**config.mk**
```make
export PLATFORM = sky130hd
export DESIGN_NAME = charge_termination_monitor
export DESIGN_NICKNAME = d
export VERILOG_FILES = /design/src/core/ctm_pkg.sv /design/src/core/charge_termination_monitor.sv /design/src/core/sample_mem.sv
export SDC_FILE = /design/constraint.sdc
export NUM_CORES = 1
export LEC_CHECK = 0
export BUFFER_PORTS_ARGS = -buffer_cell sky130_fd_sc_hd__buf_2
export CAP_MARGIN = 20
export CORE_ASPECT_RATIO = 1.2
export CORE_MARGIN = 3
export CORE_UTILIZATION = 50
export CTS_BUF_LIST = sky130_fd_sc_hd__clkbuf_4
export CTS_CLUSTER_SIZE = 14
export DETAILED_ROUTE_END_ITERATION = 7
export GPL_TIMING_DRIVEN = 0
export PLACE_DENSITY = 0.71
export SLEW_MARGIN = 20
export SYNTH_ARGS = -nofsm -noshare
export SYNTH_HDL_FRONTEND = slang
export SYNTH_SLANG_ARGS = --single-unit
```
**constraint.sdc**
```tcl
create_clock -name pclk -period 10.2 [get_ports pclk]
set_input_delay 0.51 -clock pclk [delete_from_list [all_inputs] [get_ports pclk]]
set_output_delay 0.51 -clock pclk [all_outputs]
set_load 0.05 [all_outputs]
```
**src/core/ctm_pkg.sv**
```systemverilog
// constants, types and register map of the charge termination monitor
// What this block does
// with temperature slope active, fast charge ends once the thermistor voltage falls 40, 28 or 18 mV per minute by rate.
// with a thermal switch, a sense level above 4.2 V means a hot battery and charging shuts down until master reset.
// with a thermal switch, a sense level below 0.5 V means a cool battery and charging carries on normally.
// the termination select pin picks voltage slope (low), both slopes (high) or temperature slope (tied to indicator).
// the termination select setting is sampled only at reset and a new setting needs a master reset.
// whenever temperature slope is selected, maximum temperature and fast charge timer termination stay enabled.
// the cell voltage versus open circuit reference comparison counts only while the charge output is on.
// a cell voltage above the open circuit reference means the battery is gone and the block enters polling.
// with a thermistor, a sense level below 0.93 V is a hot fault and charging shuts down until master reset.
// master reset acts only after its low input is held more than 700 ms, and holds as long as it stays low.
// the temperature slope is the drop across a sliding one-minute window of samples, checked once per sample.
package ctm_pkg;

  // ----------------------------------------------------------------------
  // monitor states and decoded pin codes
  // ----------------------------------------------------------------------
  typedef enum logic [2:0] {
    ST_RESET_HOLD = 3'b000,
    ST_NORMAL     = 3'b001,
    ST_TERMINATED = 3'b010,
    ST_POLL       = 3'b011,
    ST_SHUTDOWN   = 3'b100
  } mon_state_t;

  // code from the three-level pad detector of the select pin
  localparam logic [1:0] TSEL_LOW  = 2'h0;
  localparam logic [1:0] TSEL_HIGH = 2'h1;
  localparam logic [1:0] TSEL_IND  = 2'h2;

  // charge rate classes written by software
  localparam logic [1:0] RATE_FAST = 2'h0;  // faster than C/2
  localparam logic [1:0] RATE_MID  = 2'h1;  // C/2 through C/3

  typedef struct packed {
    logic volt;
    logic temp;
    logic maxtemp;
    logic timer;
  } term_en_t;

  typedef struct packed {
    logic [1:0] rate_class;
    logic       sensor_switch;
  } ctrl_t;

  // ----------------------------------------------------------------------
  // sample window in bits and entries, thresholds in millivolts
  // ----------------------------------------------------------------------
  localparam int         SAMPLE_W      = 13;
  localparam int         WIN_AW        = 4;
  localparam logic [4:0] WIN_DEPTH     = 5'h10;
  localparam logic [12:0] THR_FAST_MV  = 13'h0028;  // 40 mV
  localparam logic [12:0] THR_MID_MV   = 13'h001c;  // 28 mV
  localparam logic [12:0] THR_SLOW_MV  = 13'h0012;  // 18 mV
  localparam logic [12:0] SW_OPEN_MV   = 13'h1068;  // 4.2 V
  localparam logic [12:0] SW_CLOSED_MV = 13'h01f4;  // 0.5 V
  localparam logic [12:0] THM_HOT_MV   = 13'h03a2;  // 0.93 V

  // ----------------------------------------------------------------------
  // timing
  // ----------------------------------------------------------------------
  localparam longint unsigned CLK_HZ     = 64'd10_000_000;
  localparam longint unsigned MR_TIME_MS = 64'd700;
  localparam longint unsigned MR_CYCLES  = MR_TIME_MS * CLK_HZ / 64'd1000;
  localparam int              MR_CNT_W   = 24;
  localparam logic [1:0]      BOOT_WAIT  = 2'h2;    // lets the pin synchroniser settle

  // ----------------------------------------------------------------------
  // register map
  // ----------------------------------------------------------------------
  localparam logic [7:0] OFF_CTRL     = 8'h00;
  localparam logic [7:0] OFF_STATUS   = 8'h04;
  localparam logic [7:0] OFF_IRQ_STAT = 8'h08;
  localparam logic [7:0] OFF_IRQ_MASK = 8'h0c;
  localparam logic [7:0] OFF_SLOPE    = 8'h10;
  localparam int         IRQ_W        = 4;
  localparam int         IRQ_SLOPE    = 0;
  localparam int         IRQ_HOT      = 1;
  localparam int         IRQ_REMOVED  = 2;
  localparam int         IRQ_DETECTED = 3;
  localparam logic [2:0] CTRL_RESET   = 3'h0;

endpackage : ctm_pkg

```
**src/core/charge_termination_monitor.sv**
```systemverilog
// termination selection, hot battery and battery removal monitor with apb registers
`timescale 1ns/1ps
`default_nettype none
module charge_termination_monitor #(
  parameter int unsigned MR_HOLD_CYCLES = 32'(ctm_pkg::MR_CYCLES)
) (
  input  wire logic                         pclk,
  input  wire logic                         presetn,
  input  wire logic                         psel,
  input  wire logic                         penable,
  input  wire logic                         pwrite,
  input  wire logic [7:0]                   paddr,
  input  wire logic [31:0]                  pwdata,
  output var  logic [31:0]                  prdata_reg,
  output var  logic                         pready_reg,
  output var  logic                         pslverr_reg,
  input  wire logic                         master_reset_low_input,
  input  wire logic [1:0]                   termination_select,
  input  wire logic                         cell_above_reference,
  input  wire logic                         charge_on,
  input  wire logic                         sample_valid,
  input  wire logic [ctm_pkg::SAMPLE_W-1:0] temp_sense_input,
  output var  ctm_pkg::term_en_t            term_en_reg,
  output var  logic                         fast_charge_end_reg,
  output var  logic                         hot_shutdown_reg,
  output var  logic                         polling_mode_reg,
  output var  logic                         irq_reg
);

  // ----------------------------------------------------------------------
  // helpers
  // ----------------------------------------------------------------------
  function automatic logic [12:0] slope_threshold(input logic [1:0] rate);
    logic [12:0] thr;
    thr = ctm_pkg::THR_SLOW_MV;
    if (rate == ctm_pkg::RATE_FAST) begin
      thr = ctm_pkg::THR_FAST_MV;
    end else if (rate == ctm_pkg::RATE_MID) begin
      thr = ctm_pkg::THR_MID_MV;
    end
    return thr;
  endfunction : slope_threshold

  function automatic ctm_pkg::term_en_t decode_select(input logic [1:0] code);
    ctm_pkg::term_en_t en;
    en = '{volt: 1'b1, temp: 1'b0, maxtemp: 1'b0, timer: 1'b0};  // low, open or illegal
    if (code == ctm_pkg::TSEL_HIGH) begin
      en = '{volt: 1'b1, temp: 1'b1, maxtemp: 1'b1, timer: 1'b1};
    end else if (code == ctm_pkg::TSEL_IND) begin
      en = '{volt: 1'b0, temp: 1'b1, maxtemp: 1'b1, timer: 1'b1};
    end
    return en;
  endfunction : decode_select

  // ----------------------------------------------------------------------
  // pin synchronisers
  // ----------------------------------------------------------------------
  logic [3:0] sync1_reg;
  logic [3:0] sync2_reg;
  logic       mr_low_sync;
  logic       above_sync;
  logic [1:0] tsel_sync;

  // first stage feeds the second stage only
  always_ff @(posedge pclk or negedge presetn) begin
    if (!presetn) begin
      sync1_reg <= 4'hf;
      sync2_reg <= 4'hf;
    end else begin
      sync1_reg <= {master_reset_low_input, cell_above_reference, termination_select};
      sync2_reg <= sync1_reg;
    end
  end
  assign mr_low_sync = !sync2_reg[3];
  assign above_sync  = sync2_reg[2];
  assign tsel_sync   = sync2_reg[1:0];

  // ----------------------------------------------------------------------
  // master reset qualifier
  // ----------------------------------------------------------------------
  logic [ctm_pkg::MR_CNT_W-1:0] mr_cnt_reg;
  logic [ctm_pkg::MR_CNT_W-1:0] mr_cnt_next;
  logic                         mr_active_reg;
  logic                         mr_active_next;
  logic [ctm_pkg::MR_CNT_W-1:0] mr_hold;

  assign mr_hold = ctm_pkg::MR_CNT_W'(MR_HOLD_CYCLES);

  // short glitches on the pin never reach the monitor; a long low holds it
  always_comb begin
    mr_cnt_next    = '0;
    mr_active_next = 1'b0;
    if (mr_low_sync) begin
      mr_cnt_next    = (mr_cnt_reg == mr_hold) ? mr_cnt_reg : mr_cnt_reg + 1'b1;
      mr_active_next = (mr_cnt_reg == mr_hold);
    end
  end

  always_ff @(posedge pclk or negedge presetn) begin
    if (!presetn) begin
      mr_cnt_reg    <= '0;
      mr_active_reg <= 1'b0;
    end else begin
      mr_cnt_reg    <= mr_cnt_next;
      mr_active_reg <= mr_active_next;
    end
  end

  // ----------------------------------------------------------------------
  // monitor state, slope window and status outputs
  // ----------------------------------------------------------------------
  ctm_pkg::mon_state_t           state_reg, state_next;
  ctm_pkg::term_en_t             term_en_next;
  ctm_pkg::ctrl_t                ctrl_reg, ctrl_next;
  logic [1:0]                    boot_reg, boot_next;
  logic [ctm_pkg::WIN_AW-1:0]    wr_ptr_reg, wr_ptr_next;
  logic [4:0]                    fill_reg, fill_next;
  logic                          pend_reg, pend_next;
  logic                          pend_full_reg, pend_full_next;
  logic [ctm_pkg::SAMPLE_W-1:0]  newest_reg, newest_next;
  logic [ctm_pkg::SAMPLE_W-1:0]  slope_reg, slope_next;
  logic [ctm_pkg::SAMPLE_W-1:0]  oldest;
  logic [ctm_pkg::SAMPLE_W-1:0]  slope_now;
  logic [ctm_pkg::IRQ_W-1:0]     ev;
  logic                          capture;
  logic                          take_sample;
  logic                          hot_now;

  sample_mem u_mem (
    .pclk      (pclk),
    .we        (take_sample),
    .addr      (wr_ptr_reg),
    .wdata     (temp_sense_input),
    .rdata_reg (oldest)
  );

  assign capture     = (state_reg == ctm_pkg::ST_RESET_HOLD) && !mr_active_reg && (boot_reg == 2'h0);
  assign take_sample = sample_valid && (state_reg == ctm_pkg::ST_NORMAL);
  // only a drop counts: an ntc reads lower as the pack heats
  assign slope_now   = (oldest > newest_reg) ? oldest - newest_reg : '0;
  // open switch or hot thermistor; a closed switch below its limit is plain normal charging
  assign hot_now     = sample_valid && (ctrl_reg.sensor_switch ?
                       (temp_sense_input > ctm_pkg::SW_OPEN_MV) :
                       (temp_sense_input < ctm_pkg::THM_HOT_MV));

  always_comb begin
    state_next     = state_reg;
    term_en_next   = term_en_reg;
    boot_next      = (boot_reg == 2'h0) ? boot_reg : boot_reg - 1'b1;
    wr_ptr_next    = wr_ptr_reg;
    fill_next      = fill_reg;
    pend_next      = 1'b0;
    pend_full_next = pend_full_reg;
    newest_next    = newest_reg;
    slope_next     = slope_reg;
    ev             = '0;
    if (capture) begin
      term_en_next = decode_select(tsel_sync);
      state_next   = ctm_pkg::ST_NORMAL;
      wr_ptr_next  = '0;
      fill_next    = '0;
    end
    if (take_sample) begin
      wr_ptr_next    = wr_ptr_reg + 1'b1;
      fill_next      = (fill_reg == ctm_pkg::WIN_DEPTH) ? fill_reg : fill_reg + 1'b1;
      pend_next      = 1'b1;
      pend_full_next = (fill_reg == ctm_pkg::WIN_DEPTH);
      newest_next    = temp_sense_input;
    end
    // one comparison per sample, against the entry a full minute old
    if (pend_reg && pend_full_reg) begin
      slope_next = slope_now;
      if (term_en_reg.temp && state_reg == ctm_pkg::ST_NORMAL &&
          slope_now >= slope_threshold(ctrl_reg.rate_class)) begin
        state_next         = ctm_pkg::ST_TERMINATED;
        ev[ctm_pkg::IRQ_SLOPE] = 1'b1;
      end
    end
    // comparator is only meaningful while current flows
    if (charge_on && (state_reg == ctm_pkg::ST_NORMAL || state_reg == ctm_pkg::ST_TERMINATED) &&
        above_sync) begin
      state_next               = ctm_pkg::ST_POLL;
      ev[ctm_pkg::IRQ_REMOVED] = 1'b1;
    end else if (charge_on && state_reg == ctm_pkg::ST_POLL && !above_sync) begin
      state_next                = ctm_pkg::ST_NORMAL;
      fill_next                 = '0;
      ev[ctm_pkg::IRQ_DETECTED] = 1'b1;
    end
    // hot shutdown outranks everything but master reset and is left only by reset
    if (hot_now && state_reg != ctm_pkg::ST_RESET_HOLD && state_reg != ctm_pkg::ST_SHUTDOWN) begin
      state_next           = ctm_pkg::ST_SHUTDOWN;
      ev[ctm_pkg::IRQ_HOT] = 1'b1;
    end
    if (mr_active_reg) begin
      state_next = ctm_pkg::ST_RESET_HOLD;
      ev         = '0;
    end
  end

  always_ff @(posedge pclk or negedge presetn) begin
    if (!presetn) begin
      state_reg           <= ctm_pkg::ST_RESET_HOLD;
      term_en_reg         <= '{volt: 1'b1, temp: 1'b0, maxtemp: 1'b0, timer: 1'b0};
      boot_reg            <= ctm_pkg::BOOT_WAIT;
      wr_ptr_reg          <= '0;
      fill_reg            <= '0;
      pend_reg            <= 1'b0;
      pend_full_reg       <= 1'b0;
      newest_reg          <= '0;
      slope_reg           <= '0;
      fast_charge_end_reg <= 1'b0;
      hot_shutdown_reg    <= 1'b0;
      polling_mode_reg    <= 1'b0;
    end else begin
      state_reg           <= state_next;
      term_en_reg         <= term_en_next;
      boot_reg            <= boot_next;
      wr_ptr_reg          <= wr_ptr_next;
      fill_reg            <= fill_next;
      pend_reg            <= pend_next;
      pend_full_reg       <= pend_full_next;
      newest_reg          <= newest_next;
      slope_reg           <= slope_next;
      fast_charge_end_reg <= (state_next == ctm_pkg::ST_TERMINATED);
      hot_shutdown_reg    <= (state_next == ctm_pkg::ST_SHUTDOWN);
      polling_mode_reg    <= (state_next == ctm_pkg::ST_POLL);
    end
  end

  // ----------------------------------------------------------------------
  // apb slave and interrupt registers
  // ----------------------------------------------------------------------
  logic [ctm_pkg::IRQ_W-1:0] stat_reg, stat_next;
  logic [ctm_pkg::IRQ_W-1:0] mask_reg, mask_next;
  logic [31:0]               prdata_next;
  logic                      pslverr_next;
  logic                      wr_acc;
  logic                      mapped;

  assign wr_acc = psel && penable && pready_reg && pwrite;
  assign mapped = (paddr == ctm_pkg::OFF_CTRL) || (paddr == ctm_pkg::OFF_STATUS) ||
                  (paddr == ctm_pkg::OFF_IRQ_STAT) || (paddr == ctm_pkg::OFF_IRQ_MASK) ||
                  (paddr == ctm_pkg::OFF_SLOPE);

  // answer is prepared in the setup cycle so pready can come from a flop with no wait state
  always_comb begin
    ctrl_next    = ctrl_reg;
    mask_next    = mask_reg;
    stat_next    = stat_reg;
    prdata_next  = '0;
    pslverr_next = 1'b0;
    if (psel && !penable) begin
      pslverr_next = !mapped;
      unique case (paddr)
        ctm_pkg::OFF_CTRL:     prdata_next = {29'h0, ctrl_reg};
        ctm_pkg::OFF_STATUS:   prdata_next = {23'h0, mr_active_reg, (fill_reg == ctm_pkg::WIN_DEPTH),
                                              term_en_reg, state_reg};
        ctm_pkg::OFF_IRQ_STAT: prdata_next = {28'h0, stat_reg};
        ctm_pkg::OFF_IRQ_MASK: prdata_next = {28'h0, mask_reg};
        ctm_pkg::OFF_SLOPE:    prdata_next = {19'h0, slope_reg};
        default:               prdata_next = '0;
      endcase
    end
    if (wr_acc && paddr == ctm_pkg::OFF_CTRL) begin
      ctrl_next = pwdata[2:0];
    end
    if (wr_acc && paddr == ctm_pkg::OFF_IRQ_MASK) begin
      mask_next = pwdata[ctm_pkg::IRQ_W-1:0];
    end
    if (wr_acc && paddr == ctm_pkg::OFF_IRQ_STAT) begin
      stat_next = stat_reg & ~pwdata[ctm_pkg::IRQ_W-1:0];
    end
    stat_next = stat_next | ev;  // a new event beats a clear in the same cycle
  end

  always_ff @(posedge pclk or negedge presetn) begin
    if (!presetn) begin
      ctrl_reg    <= ctm_pkg::CTRL_RESET;
      mask_reg    <= '0;
      stat_reg    <= '0;
      prdata_reg  <= '0;
      pready_reg  <= 1'b0;
      pslverr_reg <= 1'b0;
      irq_reg     <= 1'b0;
    end else begin
      ctrl_reg    <= ctrl_next;
      mask_reg    <= mask_next;
      stat_reg    <= stat_next;
      prdata_reg  <= prdata_next;
      pready_reg  <= psel && !penable;
      pslverr_reg <= pslverr_next;
      irq_reg     <= |(stat_next & mask_next);
    end
  end

  // ----------------------------------------------------------------------
  // checks
  // ----------------------------------------------------------------------
  property p_slope_term;
    @(posedge pclk) disable iff (!presetn)
    (pend_reg && pend_full_reg && term_en_reg.temp && state_reg == ctm_pkg::ST_NORMAL && !mr_active_reg &&
     !hot_now && !(charge_on && above_sync) && slope_now >= slope_threshold(ctrl_reg.rate_class))
    |=> state_reg == ctm_pkg::ST_TERMINATED ##0 fast_charge_end_reg;
  endproperty
  a_slope_term: assert property (p_slope_term) else $error("slope over threshold did not end fast charge");

  property p_switch_open;
    @(posedge pclk) disable iff (!presetn)
    (sample_valid && ctrl_reg.sensor_switch && temp_sense_input > ctm_pkg::SW_OPEN_MV &&
     state_reg != ctm_pkg::ST_RESET_HOLD && !mr_active_reg)
    |=> hot_shutdown_reg ##1 (hot_shutdown_reg || mr_active_reg);
  endproperty
  a_switch_open: assert property (p_switch_open) else $error("open switch did not shut down");

  property p_switch_closed;
    @(posedge pclk) disable iff (!presetn)
    (sample_valid && ctrl_reg.sensor_switch && temp_sense_input < ctm_pkg::SW_CLOSED_MV &&
     state_reg == ctm_pkg::ST_NORMAL) |=> !hot_shutdown_reg;
  endproperty
  a_switch_closed: assert property (p_switch_closed) else $error("closed switch caused a shutdown");

  property p_select_decode;
    @(posedge pclk) disable iff (!presetn)
    capture |=> term_en_reg == decode_select($past(tsel_sync)) && term_en_reg.volt == ($past(tsel_sync) != ctm_pkg::TSEL_IND);
  endproperty
  a_select_decode: assert property (p_select_decode) else $error("termination select decoded wrongly");

  property p_select_frozen;
    @(posedge pclk) disable iff (!presetn)
    !capture |=> $stable(term_en_reg);
  endproperty
  a_select_frozen: assert property (p_select_frozen) else $error("termination method changed without reset");

  property p_temp_keeps_others;
    @(posedge pclk) disable iff (!presetn)
    term_en_reg.temp |-> term_en_reg.maxtemp && term_en_reg.timer;
  endproperty
  a_temp_keeps_others: assert property (p_temp_keeps_others) else $error("max temp or timer off with temp slope");

  property p_poll_needs_current;
    @(posedge pclk) disable iff (!presetn)
    $rose(polling_mode_reg) |-> $past(charge_on) && $past(above_sync);
  endproperty
  a_poll_needs_current: assert property (p_poll_needs_current) else $error("polling entered without current on");

  property p_removed_polls;
    @(posedge pclk) disable iff (!presetn)
    (charge_on && above_sync && state_reg == ctm_pkg::ST_NORMAL && !hot_now && !mr_active_reg)
    |=> polling_mode_reg && stat_reg[ctm_pkg::IRQ_REMOVED];
  endproperty
  a_removed_polls: assert property (p_removed_polls) else $error("battery removal not detected");

  property p_thermistor_hot;
    @(posedge pclk) disable iff (!presetn)
    (sample_valid && !ctrl_reg.sensor_switch && temp_sense_input < ctm_pkg::THM_HOT_MV &&
     state_reg != ctm_pkg::ST_RESET_HOLD && !mr_active_reg) |=> hot_shutdown_reg && stat_reg[ctm_pkg::IRQ_HOT];
  endproperty
  a_thermistor_hot: assert property (p_thermistor_hot) else $error("hot thermistor did not shut down");

  property p_reset_hold;
    @(posedge pclk) disable iff (!presetn)
    $rose(mr_active_reg) |-> $past(mr_cnt_reg) == mr_hold && $past(mr_low_sync) ##1 state_reg == ctm_pkg::ST_RESET_HOLD;
  endproperty
  a_reset_hold: assert property (p_reset_hold) else $error("master reset acted on a short low");

  property p_one_compare_per_sample;
    @(posedge pclk) disable iff (!presetn)
    pend_reg |-> $past(take_sample);
  endproperty
  a_one_compare_per_sample: assert property (p_one_compare_per_sample) else $error("compare without a sample");

  c_slope_term: cover property (@(posedge pclk) disable iff (!presetn) $rose(fast_charge_end_reg));
  c_hot:        cover property (@(posedge pclk) disable iff (!presetn) $rose(hot_shutdown_reg));
  c_poll:       cover property (@(posedge pclk) disable iff (!presetn) $rose(polling_mode_reg));
  c_mreset:     cover property (@(posedge pclk) disable iff (!presetn) $fell(mr_active_reg));

endmodule : charge_termination_monitor
`default_nettype wire

```
**src/core/sample_mem.sv**
```systemverilog
// small sample store of the slope window, read-before-write, registered read
`timescale 1ns/1ps
`default_nettype none
module sample_mem (
  input  wire logic                          pclk,
  input  wire logic                          we,
  input  wire logic [ctm_pkg::WIN_AW-1:0]    addr,
  input  wire logic [ctm_pkg::SAMPLE_W-1:0]  wdata,
  output var  logic [ctm_pkg::SAMPLE_W-1:0]  rdata_reg
);

  logic [ctm_pkg::SAMPLE_W-1:0] mem [0:(1<<ctm_pkg::WIN_AW)-1];

  // old contents come out while the new sample goes in, so the oldest entry is seen once
  always_ff @(posedge pclk) begin
    rdata_reg <= mem[addr];
    if (we) begin
      mem[addr] <= wdata;
    end
  end

endmodule : sample_mem
`default_nettype wire

```
## Yosys cells after proc, flatten, opt, wreduce, memory -nomap -nowiden

Memory sizes are Yosys's and may differ from the RTL's. A register that Yosys moved wholly into a read port is not among the register bits.
Cells that the tools add are included.

- Memories: 1
- Bits in writable memories: 208
- Input port bits: 64
- Output and inout bits: 42
- Logic and storage cells: 132
- Bits in registers: 128

- Multiplexer cells: 38
- Reductions and logical operators: 36
- Order comparisons: 4
- Add/sub/neg operators: 5
- Equal/unequal tests: 17
- Bitwise operators: 4

Memory list:

| name | words | bits a word | rd ports | clocked after Yosys merged registers in | write ports | line | source |
|---|---|---|---|---|---|---|---|
| u_mem.mem | 16 | 13 | 1 | 1 | 1 | sample_mem.sv:12 | `logic [ctm_pkg::SAMPLE_W-1:0] mem [0:(1<<ctm_pkg::WIN_AW)-1];` |

Operators by type and width:

| operator | count |
|---|---|
| $pmux W13 S5 | 1 |
| $mux W24 | 2 |
| $mux W13 | 3 |
| $mux W4 | 8 |
| $mux W5 | 5 |
| $add A24 B1 Y24 const B | 1 |
| $eq A24 B23 Y1 const B | 1 |
| $mux W3 | 7 |
| $logic_and A1 B1 Y1 | 20 |
| $eq A8 B4 Y1 const B | 2 |
| $ge A13 B13 Y1 | 1 |
| $gt A13 B13 Y1 | 1 |
| $gt A13 B13 Y1 const B | 1 |
| $lt A13 B10 Y1 const B | 1 |
| $sub A13 B13 Y13 | 1 |
| $eq A3 B2 Y1 const B | 4 |
| $mux W1 | 11 |
| $and A4 B4 Y4 | 2 |
| $eq A8 B3 Y1 const B | 1 |
| $eq A8 B5 Y1 const B | 1 |
| $logic_not A8 Y1 | 1 |
| $mux W6 | 1 |
| $add A5 B1 Y5 const B | 1 |
| $eq A5 B5 Y1 const B | 1 |
| 17 further kinds | 26 |

## Depth between registers and ports, before layout

Gate-level depths: netlist of the first run.

- Depth after elaboration: 13
- Gate-level depth with buffers: 18
- Depth with buffers taken out: 18

## By module

Synthesis of the first run repeated with hierarchy kept, for this count alone.

- Cells, all modules: 948
- Area, all modules: 13999.7 um2

By module, submodules not included:

| module | instances | seq. area each (um2) | cells an instance | area each (um2) |
|---|---|---|---|---|
| sample_mem | 1 | 6506.2 | 357 | 8216.6 |
| charge_termination_monitor | 1 | 2690.1 | 591 | 5783.0 |

## Worst setup path before layout of the first run

No wires, ideal clock.

- Path type: register to register
- From: reg newest_reg[1] (netlist bit)
- To: reg fast_charge_end_reg
- Setup slack: 6555 ps
- Setup time: 145 ps
- Stages on the path, launching flop included: 18
- Path buffers: 0
- Required time: 10055 ps
- Clock period less this slack: 3645 ps
- Data arrival time: 3500 ps
- Path through: dfrtp_1 -> inv_1 -> ha_1 -> nor2b_1 -> o31ai_1 -> a21oi_1 -> o21ba_2 -> o21ai_1 -> nor2_1 -> ha_1 -> nor2b_1 -> o21a_1 -> o21a_1 -> o21ai_0 -> nand2b_1 -> a211oi_1 -> a2bb2oi_4 -> a2111oi_0

- Word-level cells in the longest chain between the ends: 11
- Elaborated cells between the ends (all ways): 12
- Classes of those cells: 1 x add/sub; 2 x order compare; 1 x eq/ne; 7 x mux; 1 x reduce/logical

Ends and longest elaborated chain:

| element | line | source |
|---|---|---|
| start: declaration | charge_termination_monitor.sv:120 | `logic [ctm_pkg::SAMPLE_W-1:0] newest_reg, newest_next;` |
| start signal: assignment | charge_termination_monitor.sv:222 | `newest_reg <= newest_next;` |
| $sub A13 B13 Y13 or $gt A13 B13 Y1 (tied branches) | charge_termination_monitor.sv:140 | `assign slope_now = (oldest > newest_reg) ? oldest - newest_reg : '0;` |
| $mux W13 (*) | charge_termination_monitor.sv:140 |  |
| net slope_now, one bit | charge_termination_monitor.sv:123 | `logic [ctm_pkg::SAMPLE_W-1:0] slope_now;` |
| $ge A13 B13 Y1 (*) | charge_termination_monitor.sv:174 | `slope_now >= slope_threshold(ctrl_reg.rate_class)) begin` |
| $logic_and A1 B1 Y1 (*) | charge_termination_monitor.sv:173 | `if (term_en_reg.temp && state_reg == ctm_pkg::ST_NORMAL &&` |
| $mux W3 (*) | charge_termination_monitor.sv:173 |  |
| $mux W3 (*) | charge_termination_monitor.sv:171 | `if (pend_reg && pend_full_reg) begin` |
| $mux W3 (*) | charge_termination_monitor.sv:184 | `end else if (charge_on && state_reg == ctm_pkg::ST_POLL && !above_sync) begin` |
| $mux W3 (*) | charge_termination_monitor.sv:180 | `if (charge_on && (state_reg == ctm_pkg::ST_NORMAL \|\| state_reg == ctm_pkg::ST_TERMINATED) &&` |
| $mux W3 (*) | charge_termination_monitor.sv:190 | `if (hot_now && state_reg != ctm_pkg::ST_RESET_HOLD && state_reg != ctm_pkg::ST_SHUTDOWN) begin` |
| $mux W3 (*) | charge_termination_monitor.sv:194 | `if (mr_active_reg) begin` |
| $eq A3 B2 Y1 (*) | charge_termination_monitor.sv:224 | `fast_charge_end_reg <= (state_next == ctm_pkg::ST_TERMINATED);` |
| end signal: assignment | charge_termination_monitor.sv:224 |  |
| end: declaration | charge_termination_monitor.sv:24 | `output var logic fast_charge_end_reg,` |

The timed path passes the listed nets; every way through them passes the cells marked *.
A chain may end at the register's enable or synchronous reset.

## Final worst setup path of the first run

Same ends and word-level chain as after synthesis.

==> impl_metrics.csv, run 1 <==
group,metric,value,unit
yosys,synth_area_leaders,"sky130_fd_sc_hd__edfxtp_1 45%, sky130_fd_sc_hd__dfrtp_1 18%, sky130_fd_sc_hd__mux4_2 11%",
global_route,use_met1,0.247,
drt,post_detailed_route_wirelength_per_cell,18.8,µm
timing,fin_worst_skew,0.0498,ns
floorplanning,fp.dieW,158,µm
cts,cts_max_level,3,
yosys,yosys.area_share.adder,0.0267,
floorplanning,core_area,27200,µm²
setup_path,timing_worst_setup_path_type,"flip-flop to flip-flop",
yosys,netlist.top_cell.by_area,"sky130_fd_sc_hd__edfxtp_1",
global_route,grt_pass1_wl,45500,µm
yosys,syn-instance-count,933,
yosys,post_synth_xor_area_fraction,0.0171,
yosys,top_area_cell_type_share_of_the_netlist_area,0.451,
cts,clk_transition_reported_paths,0.07,ns
global_route,pin_count_of_the_biggest_net_entering_global_routing,64,
setup_path,crit_path_start_kind,"flip-flop",
pwr,ir_drop,0.0000973,V
hold_path,min-delay-path-class,"primary input to flip-flop",
timing,maxSlewHeadroom,0.344,
outcome,outcome,"completed",
floorplanning,rows,66,
drt,routed_via_density,5.54,
global_route,gr-max-usage-layer,"met2",
drt,drc_marker_count_from_the_first_detailed_route_iteration,561,
timing,number_of_hold_violations_in_the_final_report,0,
yosys,synth-async-reset-ratio,0.326,
floorplanning,design.portCount,106,
global_route,globalRouteMet2Util,0.330,
yosys,synth_compound_gate_area_share,0.0550,
yosys,synth.mux.area_fraction,0.116,
final_layout,finish.net_count,1204,
global_route,grt_pass1_vias,8748,
yosys,synth_top_family_by_area,"multiplexers",
drt,detailedRoute.firstPassIterationCount,5,
cts,cts_buffers,82,
drt,drc,0,
setup_path,critical_path.max_fanout,7,
pwr,pwr_density_cell,163,nW/µm²
cts,cts_sinks,328,
cts,post_cts.repair.setup_buffers,0,
yosys,number_of_library_cell_types_mapped_by_synthesis,60,
yosys,syn-cell-area,13900,µm²
setup_path,buf_inv_on_cp,1,
global_route,gr-usage-met3,0.0471,
placement,io_buffers,58,
cts,cts.path.max_buffers,3,
drt,final_antenna_net_count,0,
floorplanning,die_height,188,µm
cts,cts_tree,"built",
final_layout,layout-area-overhead-vs-synth,15.1,%
global_route,grt-ovfl-total,0,
job,drv_cap,0,
setup_path,path_delay_family,"compound AO/OA/AOI/OAI gates",
timing,final-setup-viol-count,0,
setup_path,required_time_reported_for_the_critical_path_endpoint,10.73,ns
setup_path,worstSetupEndpointType,"flip-flop",
global_route,initial_antenna_violation_count,2,
setup_path,cpMaxStageDelayCell,"sky130_fd_sc_hd__a211oi_1",
timing,worstMarginPinSlew,0.985,ns
timing,setup_tns,0,ns
final_layout,largest_reg_flops,208,
yosys,ys_seq_elements,328,
placement,gp_routability_congestion,0.841,
floorplanning,floorplan.initialDensity,0.510,
drt,detail_route.wirelength,28600,µm
floorplanning,die_area,29700,µm²
setup_path,worst_path_largest_cell_delay,0.44,ns
yosys,synth_top_flop_cell,"sky130_fd_sc_hd__edfxtp_1",
cts,root_buffer,"sky130_fd_sc_hd__clkbuf_4",
yosys,yosysSeqAreaShare,0.664,
final_layout,final_cell_area_excluding_filler_cells,15900,µm²
timing,achievable_clock_frequency,229,MHz
placement,post_dp_cell_area,14800,µm²
setup_path,timing.critical_path.arrival,4.90,ns
timing,finalWorstPathRequiredPeriod,4.37,ns
timing,fin_crit_sh,0.428,
yosys,synth_simple_gate_area_frac,0.0896,
pwr,power.static_leakage,0.00609,µW
placement,post-dp-hpwl,19300,µm
setup_path,cp_cell_sequence,"inv_1 > ha_1 > nor2b_1 > o31ai_1 > a21oi_1 > o21ba_2 > o21ai_1 > nor2_1 > ha_1 > nor2b_1 > o21a_1 > o21a_1 > o21ai_0 > nand2b_1 > a211oi_1 > a2bb2oi_4 > a2111oi_0",
yosys,synth_warnings,0,
cts,worstSkewPairLatency,0.70,ns
final_layout,layout-drive-gt1-share,0.278,
drt,vias,8417,
yosys,postSynthAreaPerCell,14.8,µm²
timing,slew_violations,0,
timing,rsz_0062_raised_after_global_routing,"false",
yosys,synth_enable_flop_cells,208,
global_route,gr-usage-all-layers,0.197,
[cells by family (layout without fill, tap and decap cells)]
family,Yosys count,count (layout)
mux,78,78
buf+inv,95,321
flops,328,328
fa+ha+maj,29,29
other cells,1,21
simple gates,255,255
compound gates,120,120
xor+xnor,27,27
[worst register-to-register path, delay by kind of cell (launching register included)]
family	cells	cell delay [ns]
AND/OR/NAND/NOR	4	0.48
buffers and inverters	1	0.07
adder cells (fa/ha/maj)	2	0.64
flip-flops	1	0.37
AO/OA/AOI/OAI	10	2.68
[cells in the final DEF, fill, tap and decap left out, types with 28 or more instances in the layout]
cell type | netlist | layout
sky130_fd_sc_hd__mux4_2 | 65 | 65
sky130_fd_sc_hd__inv_1 | 35 | 35
sky130_fd_sc_hd__o21ai_0 | 42 | 42
sky130_fd_sc_hd__nor2_1 | 62 | 58
sky130_fd_sc_hd__edfxtp_1 | 208 | 208
sky130_fd_sc_hd__nand2_1 | 80 | 80
sky130_fd_sc_hd__a21oi_1 | 32 | 32
sky130_fd_sc_hd__clkbuf_1 | 30 | 30
sky130_fd_sc_hd__dfrtp_1 | 97 | 97
sky130_fd_sc_hd__ha_1 | 28 | 28
sky130_fd_sc_hd__buf_2 | 0 | 64
sky130_fd_sc_hd__clkbuf_4 | 0 | 119
[routing by layer]
layer | vias to the layer above | wire length, µm
li1 | 3918 | -
met1 | 4100 | 11300
met2 | 326 | 14400
met3 | 73 | 2010
met4 | 0 | 809
met5 | - | 0
[Yosys cell counts, drive strengths merged, types with 4 or more instances]
cell      n
mux4     65
a22o      6
nand3    19
dfstp    10
edfxtp  208
dfrtp    97
buf      29
o21ai    45
dfxtp    13
o21a      7
and3     15
nand2    80
inv      36
nand2b    4
xnor2     8
nor2     62
or4       5
or3       7
nor4     10
a21oi    32
nor2b     6
xor2     19
nor3     17
a211oi    6
a22oi     5
ha       28
nand4    14
clkbuf   30
mux2     10
[power breakdown]
| group | internal, µW | switching, µW | leakage [µW] |
|---|---|---|---|
| registers | 1420 | 1.95 | 0.00335 |
| clock network | 593 | 520 | 0.000642 |
| logic | 17.0 | 49.4 | 0.00210 |
[final timing paths]
check | from | end | slack (ns) | cells after the start
max | newest_reg[1] | fast_charge_end_reg | 5.83 | 17
min | pwdata[0] | ctrl_reg[0] | 0.08 | 2
max reg2reg | newest_reg[1] | fast_charge_end_reg | 5.83 | 17
min reg2reg | sync1_reg[0] | sync2_reg[0] | 0.36 | 0
max in group asynchronous | presetn | sync1_reg[3] | 9.16 | 3
min in group asynchronous | presetn | mr_cnt_reg[3] | 0.36 | 2
[stage by stage]
| stage | setup WS, ns | std cells | hold WS, ns | util | total power, µW |
|---|---|---|---|---|---|
| 2_1_floorplan | 6.55 | 951 | 0.214 | - | 1480 |
| 3_3_place_gp | 5.72 | 1349 | 0.347 | 0.539 | 1510 |
| 3_5_place_dp | 5.78 | 1362 | 0.348 | 0.545 | 1510 |
| 4_1_cts | 5.77 | 1517 | 0.00513 | 0.587 | 2640 |
| 5_1_grt | 5.44 | 1519 | 0.0289 | 0.587 | 2710 |
| 6_report | 5.83 | 1519 | 0.0825 | 0.587 | 2600 |
[repair_timing]
item / 4_1_cts / 5_1_grt
hold buffers: 5 / 0
endpoints found under the hold margin: 57 / 0
gates resized for setup: 0 / 0
[layout make-up]
class	count	area [µm²]
well taps	340	425
diodes	2	5.00
repair buffers	76	454
inverters	36	135
plain buffers	59	300
fillers	2119	11200
multi-input cells	528	4340
clock buffers	119	893
clock inverters	31	190
flip-flops and latches	328	9200
Power figures use the tool's default switching activity.
==> run 2: changes to the inputs <==
- ABC_AREA: not set -> 1
- clock period: 10.2 -> 4.4 ns (I/O delays scaled with it)
==> run 2 against run 1 <==
Against the previous run:
- fmax is 33% higher
- clock-buffer cell count is 3 higher
- core utilization is 0.66 points higher
- sequential cell count stayed put
- clock power is 130% higher
- design area is 4.2% higher
- global-route usage is 3.2 points higher
- via count is 25% higher
- register-to-register slack worse by 4.7 ns
- non-clock buffer count is 31 higher
- sequential share of layout area is 2.3 points lower
- synthesized cell count is 45% higher
- critical path type unchanged
- largest power group unchanged
==> impl_metrics.csv, run 2 <==
group,metric,value,unit
yosys,synth-async-reset-ratio,0.326,
global_route,initial_antenna_violation_count,1,
yosys,netlist.top_cell.by_area,"sky130_fd_sc_hd__edfxtp_1",
placement,post-dp-hpwl,23100,µm
hold_path,min-delay-path-class,"primary input to flip-flop",
setup_path,cpMaxStageDelayCell,"sky130_fd_sc_hd__nor2_2",
pwr,power.static_leakage,0.00674,µW
drt,detailedRoute.firstPassIterationCount,5,
yosys,top_area_cell_type_share_of_the_netlist_area,0.439,
placement,io_buffers,58,
cts,cts_tree,"built",
yosys,syn-cell-area,14200,µm²
cts,cts-resized-gates,0,
cts,cts_max_level,3,
yosys,post_synth_xor_area_fraction,0.00554,
yosys,synth_warnings,0,
final_layout,highest_count_cells_in_the_layout_ignoring_fill_and_taps,"229 x sky130_fd_sc_hd__nand2_1, 208 x sky130_fd_sc_hd__edfxtp_1, 165 x sky130_fd_sc_hd__nor2_1",
drt,final_antenna_net_count,0,
cts,post_cts.repair.setup_buffers,0,
final_layout,finish.net_count,1644,
cts,worstSkewPairLatency,0.71,ns
drt,drc_marker_count_from_the_first_detailed_route_iteration,724,
setup_path,worst_path_largest_cell_delay,0.71,ns
placement,preCtsSetupSlack,1.15,ns
timing,maxSlewHeadroom,0.444,
pwr,pwr_density_cell,373,nW/µm²
drt,detail_route.wirelength,34700,µm
final_layout,final_common_cell,"sky130_fd_sc_hd__nand2_1",
hold_path,min_path_cells,4,
timing,worstMarginPinSlew,0.834,ns
timing,fin_crit_sh,0.748,
cts,cts_buffers,83,
setup_path,required_time_reported_for_the_critical_path_endpoint,4.70,ns
yosys,synth_compound_gate_area_share,0.107,
setup_path,timing.reg2reg.setup_slack,1.11,ns
setup_path,cp_cell_sequence,"clkbuf_1 > clkinv_1 > clkbuf_1 > clkbuf_1 > ha_1 > nand2_1 > nor2_2",
timing,number_of_hold_violations_in_the_final_report,0,
timing,achievable_clock_frequency,304,MHz
timing,finalWorstPathRequiredPeriod,3.29,ns
final_layout,final_cell_area_excluding_filler_cells,16600,µm²
drt,post_detailed_route_wirelength_per_cell,17.4,µm
floorplanning,die_area,30500,µm²
yosys,synth_top_family_by_area,"simple AND/OR/NAND/NOR gates",
timing,setup_slack,1.11,ns
final_layout,fill_cells,2377,
global_route,grt_pass1_wl,54800,µm
yosys,synth.mux.area_fraction,0.000704,
global_route,grt-ovfl-total,0,
floorplanning,floorplan.initialDensity,0.508,
global_route,pin_count_of_the_biggest_net_entering_global_routing,63,
floorplanning,design.portCount,106,
global_route,grt_pass1_vias,10600,
final_layout,layout.core_utilization,0.593,
setup_path,path_common_cell,"sky130_fd_sc_hd__clkbuf_1",
setup_path,timing.critical_path.arrival,3.59,ns
drt,routed_via_density,5.27,
timing,fin_worst_skew,0.0642,ns
drt,drc,0,
yosys,number_of_library_cell_types_mapped_by_synthesis,54,
yosys,yosysSeqAreaShare,0.647,
timing,rsz_0062_raised_after_global_routing,"false",
yosys,synth_enable_flop_cells,208,
pwr,ir_drop,0.000288,V
placement,gp_routability_congestion,0.990,
job,drv_cap,0,
yosys,postSynthAreaPerCell,10.5,µm²
cts,cts_sinks,328,
yosys,synth_simple_gate_area_frac,0.158,
timing,setup_tns,0,ns
timing,final-setup-viol-count,0,
setup_path,timing_worst_setup_path_type,"flip-flop to flip-flop",
cts,clk_transition_reported_paths,0.06,ns
floorplanning,fp.dieW,160,µm
yosys,synth_top_cells_by_count,"229 x sky130_fd_sc_hd__nand2_1, 208 x sky130_fd_sc_hd__edfxtp_1, 181 x sky130_fd_sc_hd__nor2_1, 160 x sky130_fd_sc_hd__o21ai_0, 119 x sky130_fd_sc_hd__inv_1",
yosys,synth_area_leaders,"sky130_fd_sc_hd__edfxtp_1 44%, sky130_fd_sc_hd__dfrtp_1 17%, sky130_fd_sc_hd__nand2_1 6.0%",
cts,cts.path.max_buffers,3,
floorplanning,die_height,191,µm
outcome,outcome,"completed",
cts,root_buffer,"sky130_fd_sc_hd__clkbuf_4",
setup_path,timing.reg2reg.worst_path_depth,7,
placement,post_dp_cell_area,15100,µm²
yosys,yosys.area_share.adder,0.0260,
setup_path,worstSetupEndpointType,"flip-flop",
pwr,power,6200,µW
final_layout,seqCellArea,9200,µm²
setup_path,critical_path.max_fanout,13,
floorplanning,rows,67,
yosys,ys_seq_elements,328,
floorplanning,core_area,28000,µm²
final_layout,layout-area-overhead-vs-synth,16.8,%
yosys,post-synth-top-count-cell,"sky130_fd_sc_hd__nand2_1",
setup_path,crit_path_start_kind,"flip-flop",
yosys,synth_top_flop_cell,"sky130_fd_sc_hd__edfxtp_1",
final_layout,multi_input_comb_area,4340,µm²
yosys,syn-instance-count,1350,
drt,vias,10500,
global_route,gr-usage-all-layers,0.229,
timing,slew_violations,0,
final_layout,largest_reg_flops,208,
final_layout,layout-drive-gt1-share,0.166,
==> run 2: cell types whose count changed in the layout (fill, tap and decap cells not counted), moves of 16 or more <==
| cell | change |
|---|---|
| sky130_fd_sc_hd__clkbuf_1 | +16 |
| sky130_fd_sc_hd__dlygate4sd3_1 | +34 |
| sky130_fd_sc_hd__inv_1 | +84 |
| sky130_fd_sc_hd__mux4_2 | -65 |
| sky130_fd_sc_hd__nand2_1 | +149 |
| sky130_fd_sc_hd__nand4_1 | +17 |
| sky130_fd_sc_hd__nor2_1 | +107 |
| sky130_fd_sc_hd__nor2_2 | +16 |
| sky130_fd_sc_hd__o21ai_0 | +118 |
| sky130_fd_sc_hd__o22ai_1 | +52 |
==> run 2: final cells by class <==
cell class | count | area share
clock buffer | 122 | 0.0551
inverter | 123 | 0.0278
sequential | 328 | 0.554
antenna | 1 | 0.000151
timing repair buffer | 98 | 0.0430
multi-input combinational | 849 | 0.261
buffer | 68 | 0.0201
tap | 379 | 0.0285
clock inverter | 30 | 0.0107
==> run 2: worst paths after layout <==
kind,startpoint,endpoint
max reg2reg,wr_ptr_reg[0],u_mem.mem[12][10]
max,wr_ptr_reg[0],u_mem.mem[12][10]
min in group asynchronous,presetn,prdata_reg[4]
min reg2reg,sync1_reg[0],sync2_reg[0]
max in group asynchronous,presetn,prdata_reg[12]
min,paddr[5],prdata_reg[11]
==> run 2: worst max-delay path, delay by kind of cell, from the launching register on <==
kind	cells	cell delay [ns]
buffers and inverters	4	1.37
AND/OR/NAND/NOR	2	0.90
flip-flops	1	0.41
adder cells (fa/ha/maj)	1	0.24
==> run 2: logic make-up after synthesis <==
kind of cell,count (synthesis)
muxes,1
other,1
AOI/OAI and AO/OA,274
and+or+nand+nor,517
adders and majority gates,29
buffers and inverters,191
DFF,328
xor gates and xnor gates,9
==> run 2: metal layers <==
layer	share of wire	vias to the layer above	wire [µm]	track usage
met5	0	-	0	0
li1	-	5075	-	-
met4	0.044	0	1520	0.124
met2	0.50	387	17400	0.397
met3	0.065	91	2240	0.0424
met1	0.39	4982	13500	0.271
==> run 2: through the flow <==
| step | hold WS [ns] | cells |
|---|---|---|
| finish | 0.0615 | 1998 |
| global route | 0.0733 | 1998 |
| CTS | 0.00663 | 1997 |
| detailed placement | 0.168 | 1806 |
| global placement | 0.327 | 1805 |
| floorplan | -0.0756 | 1368 |
==> run 2: power breakdown <==
group          switching (µW)  internal (µW)  total [µW]
Combinational             202           93.0         295
Sequential               7.38           3300        3310
Clock                    1200           1400        2600
Total                    1410           4790        6200
==> run 2: timing repair <==
action	CTS	global route
endpoints found under the hold margin	307	0
endpoints found under the setup margin	0	0
hold buffers	39	0
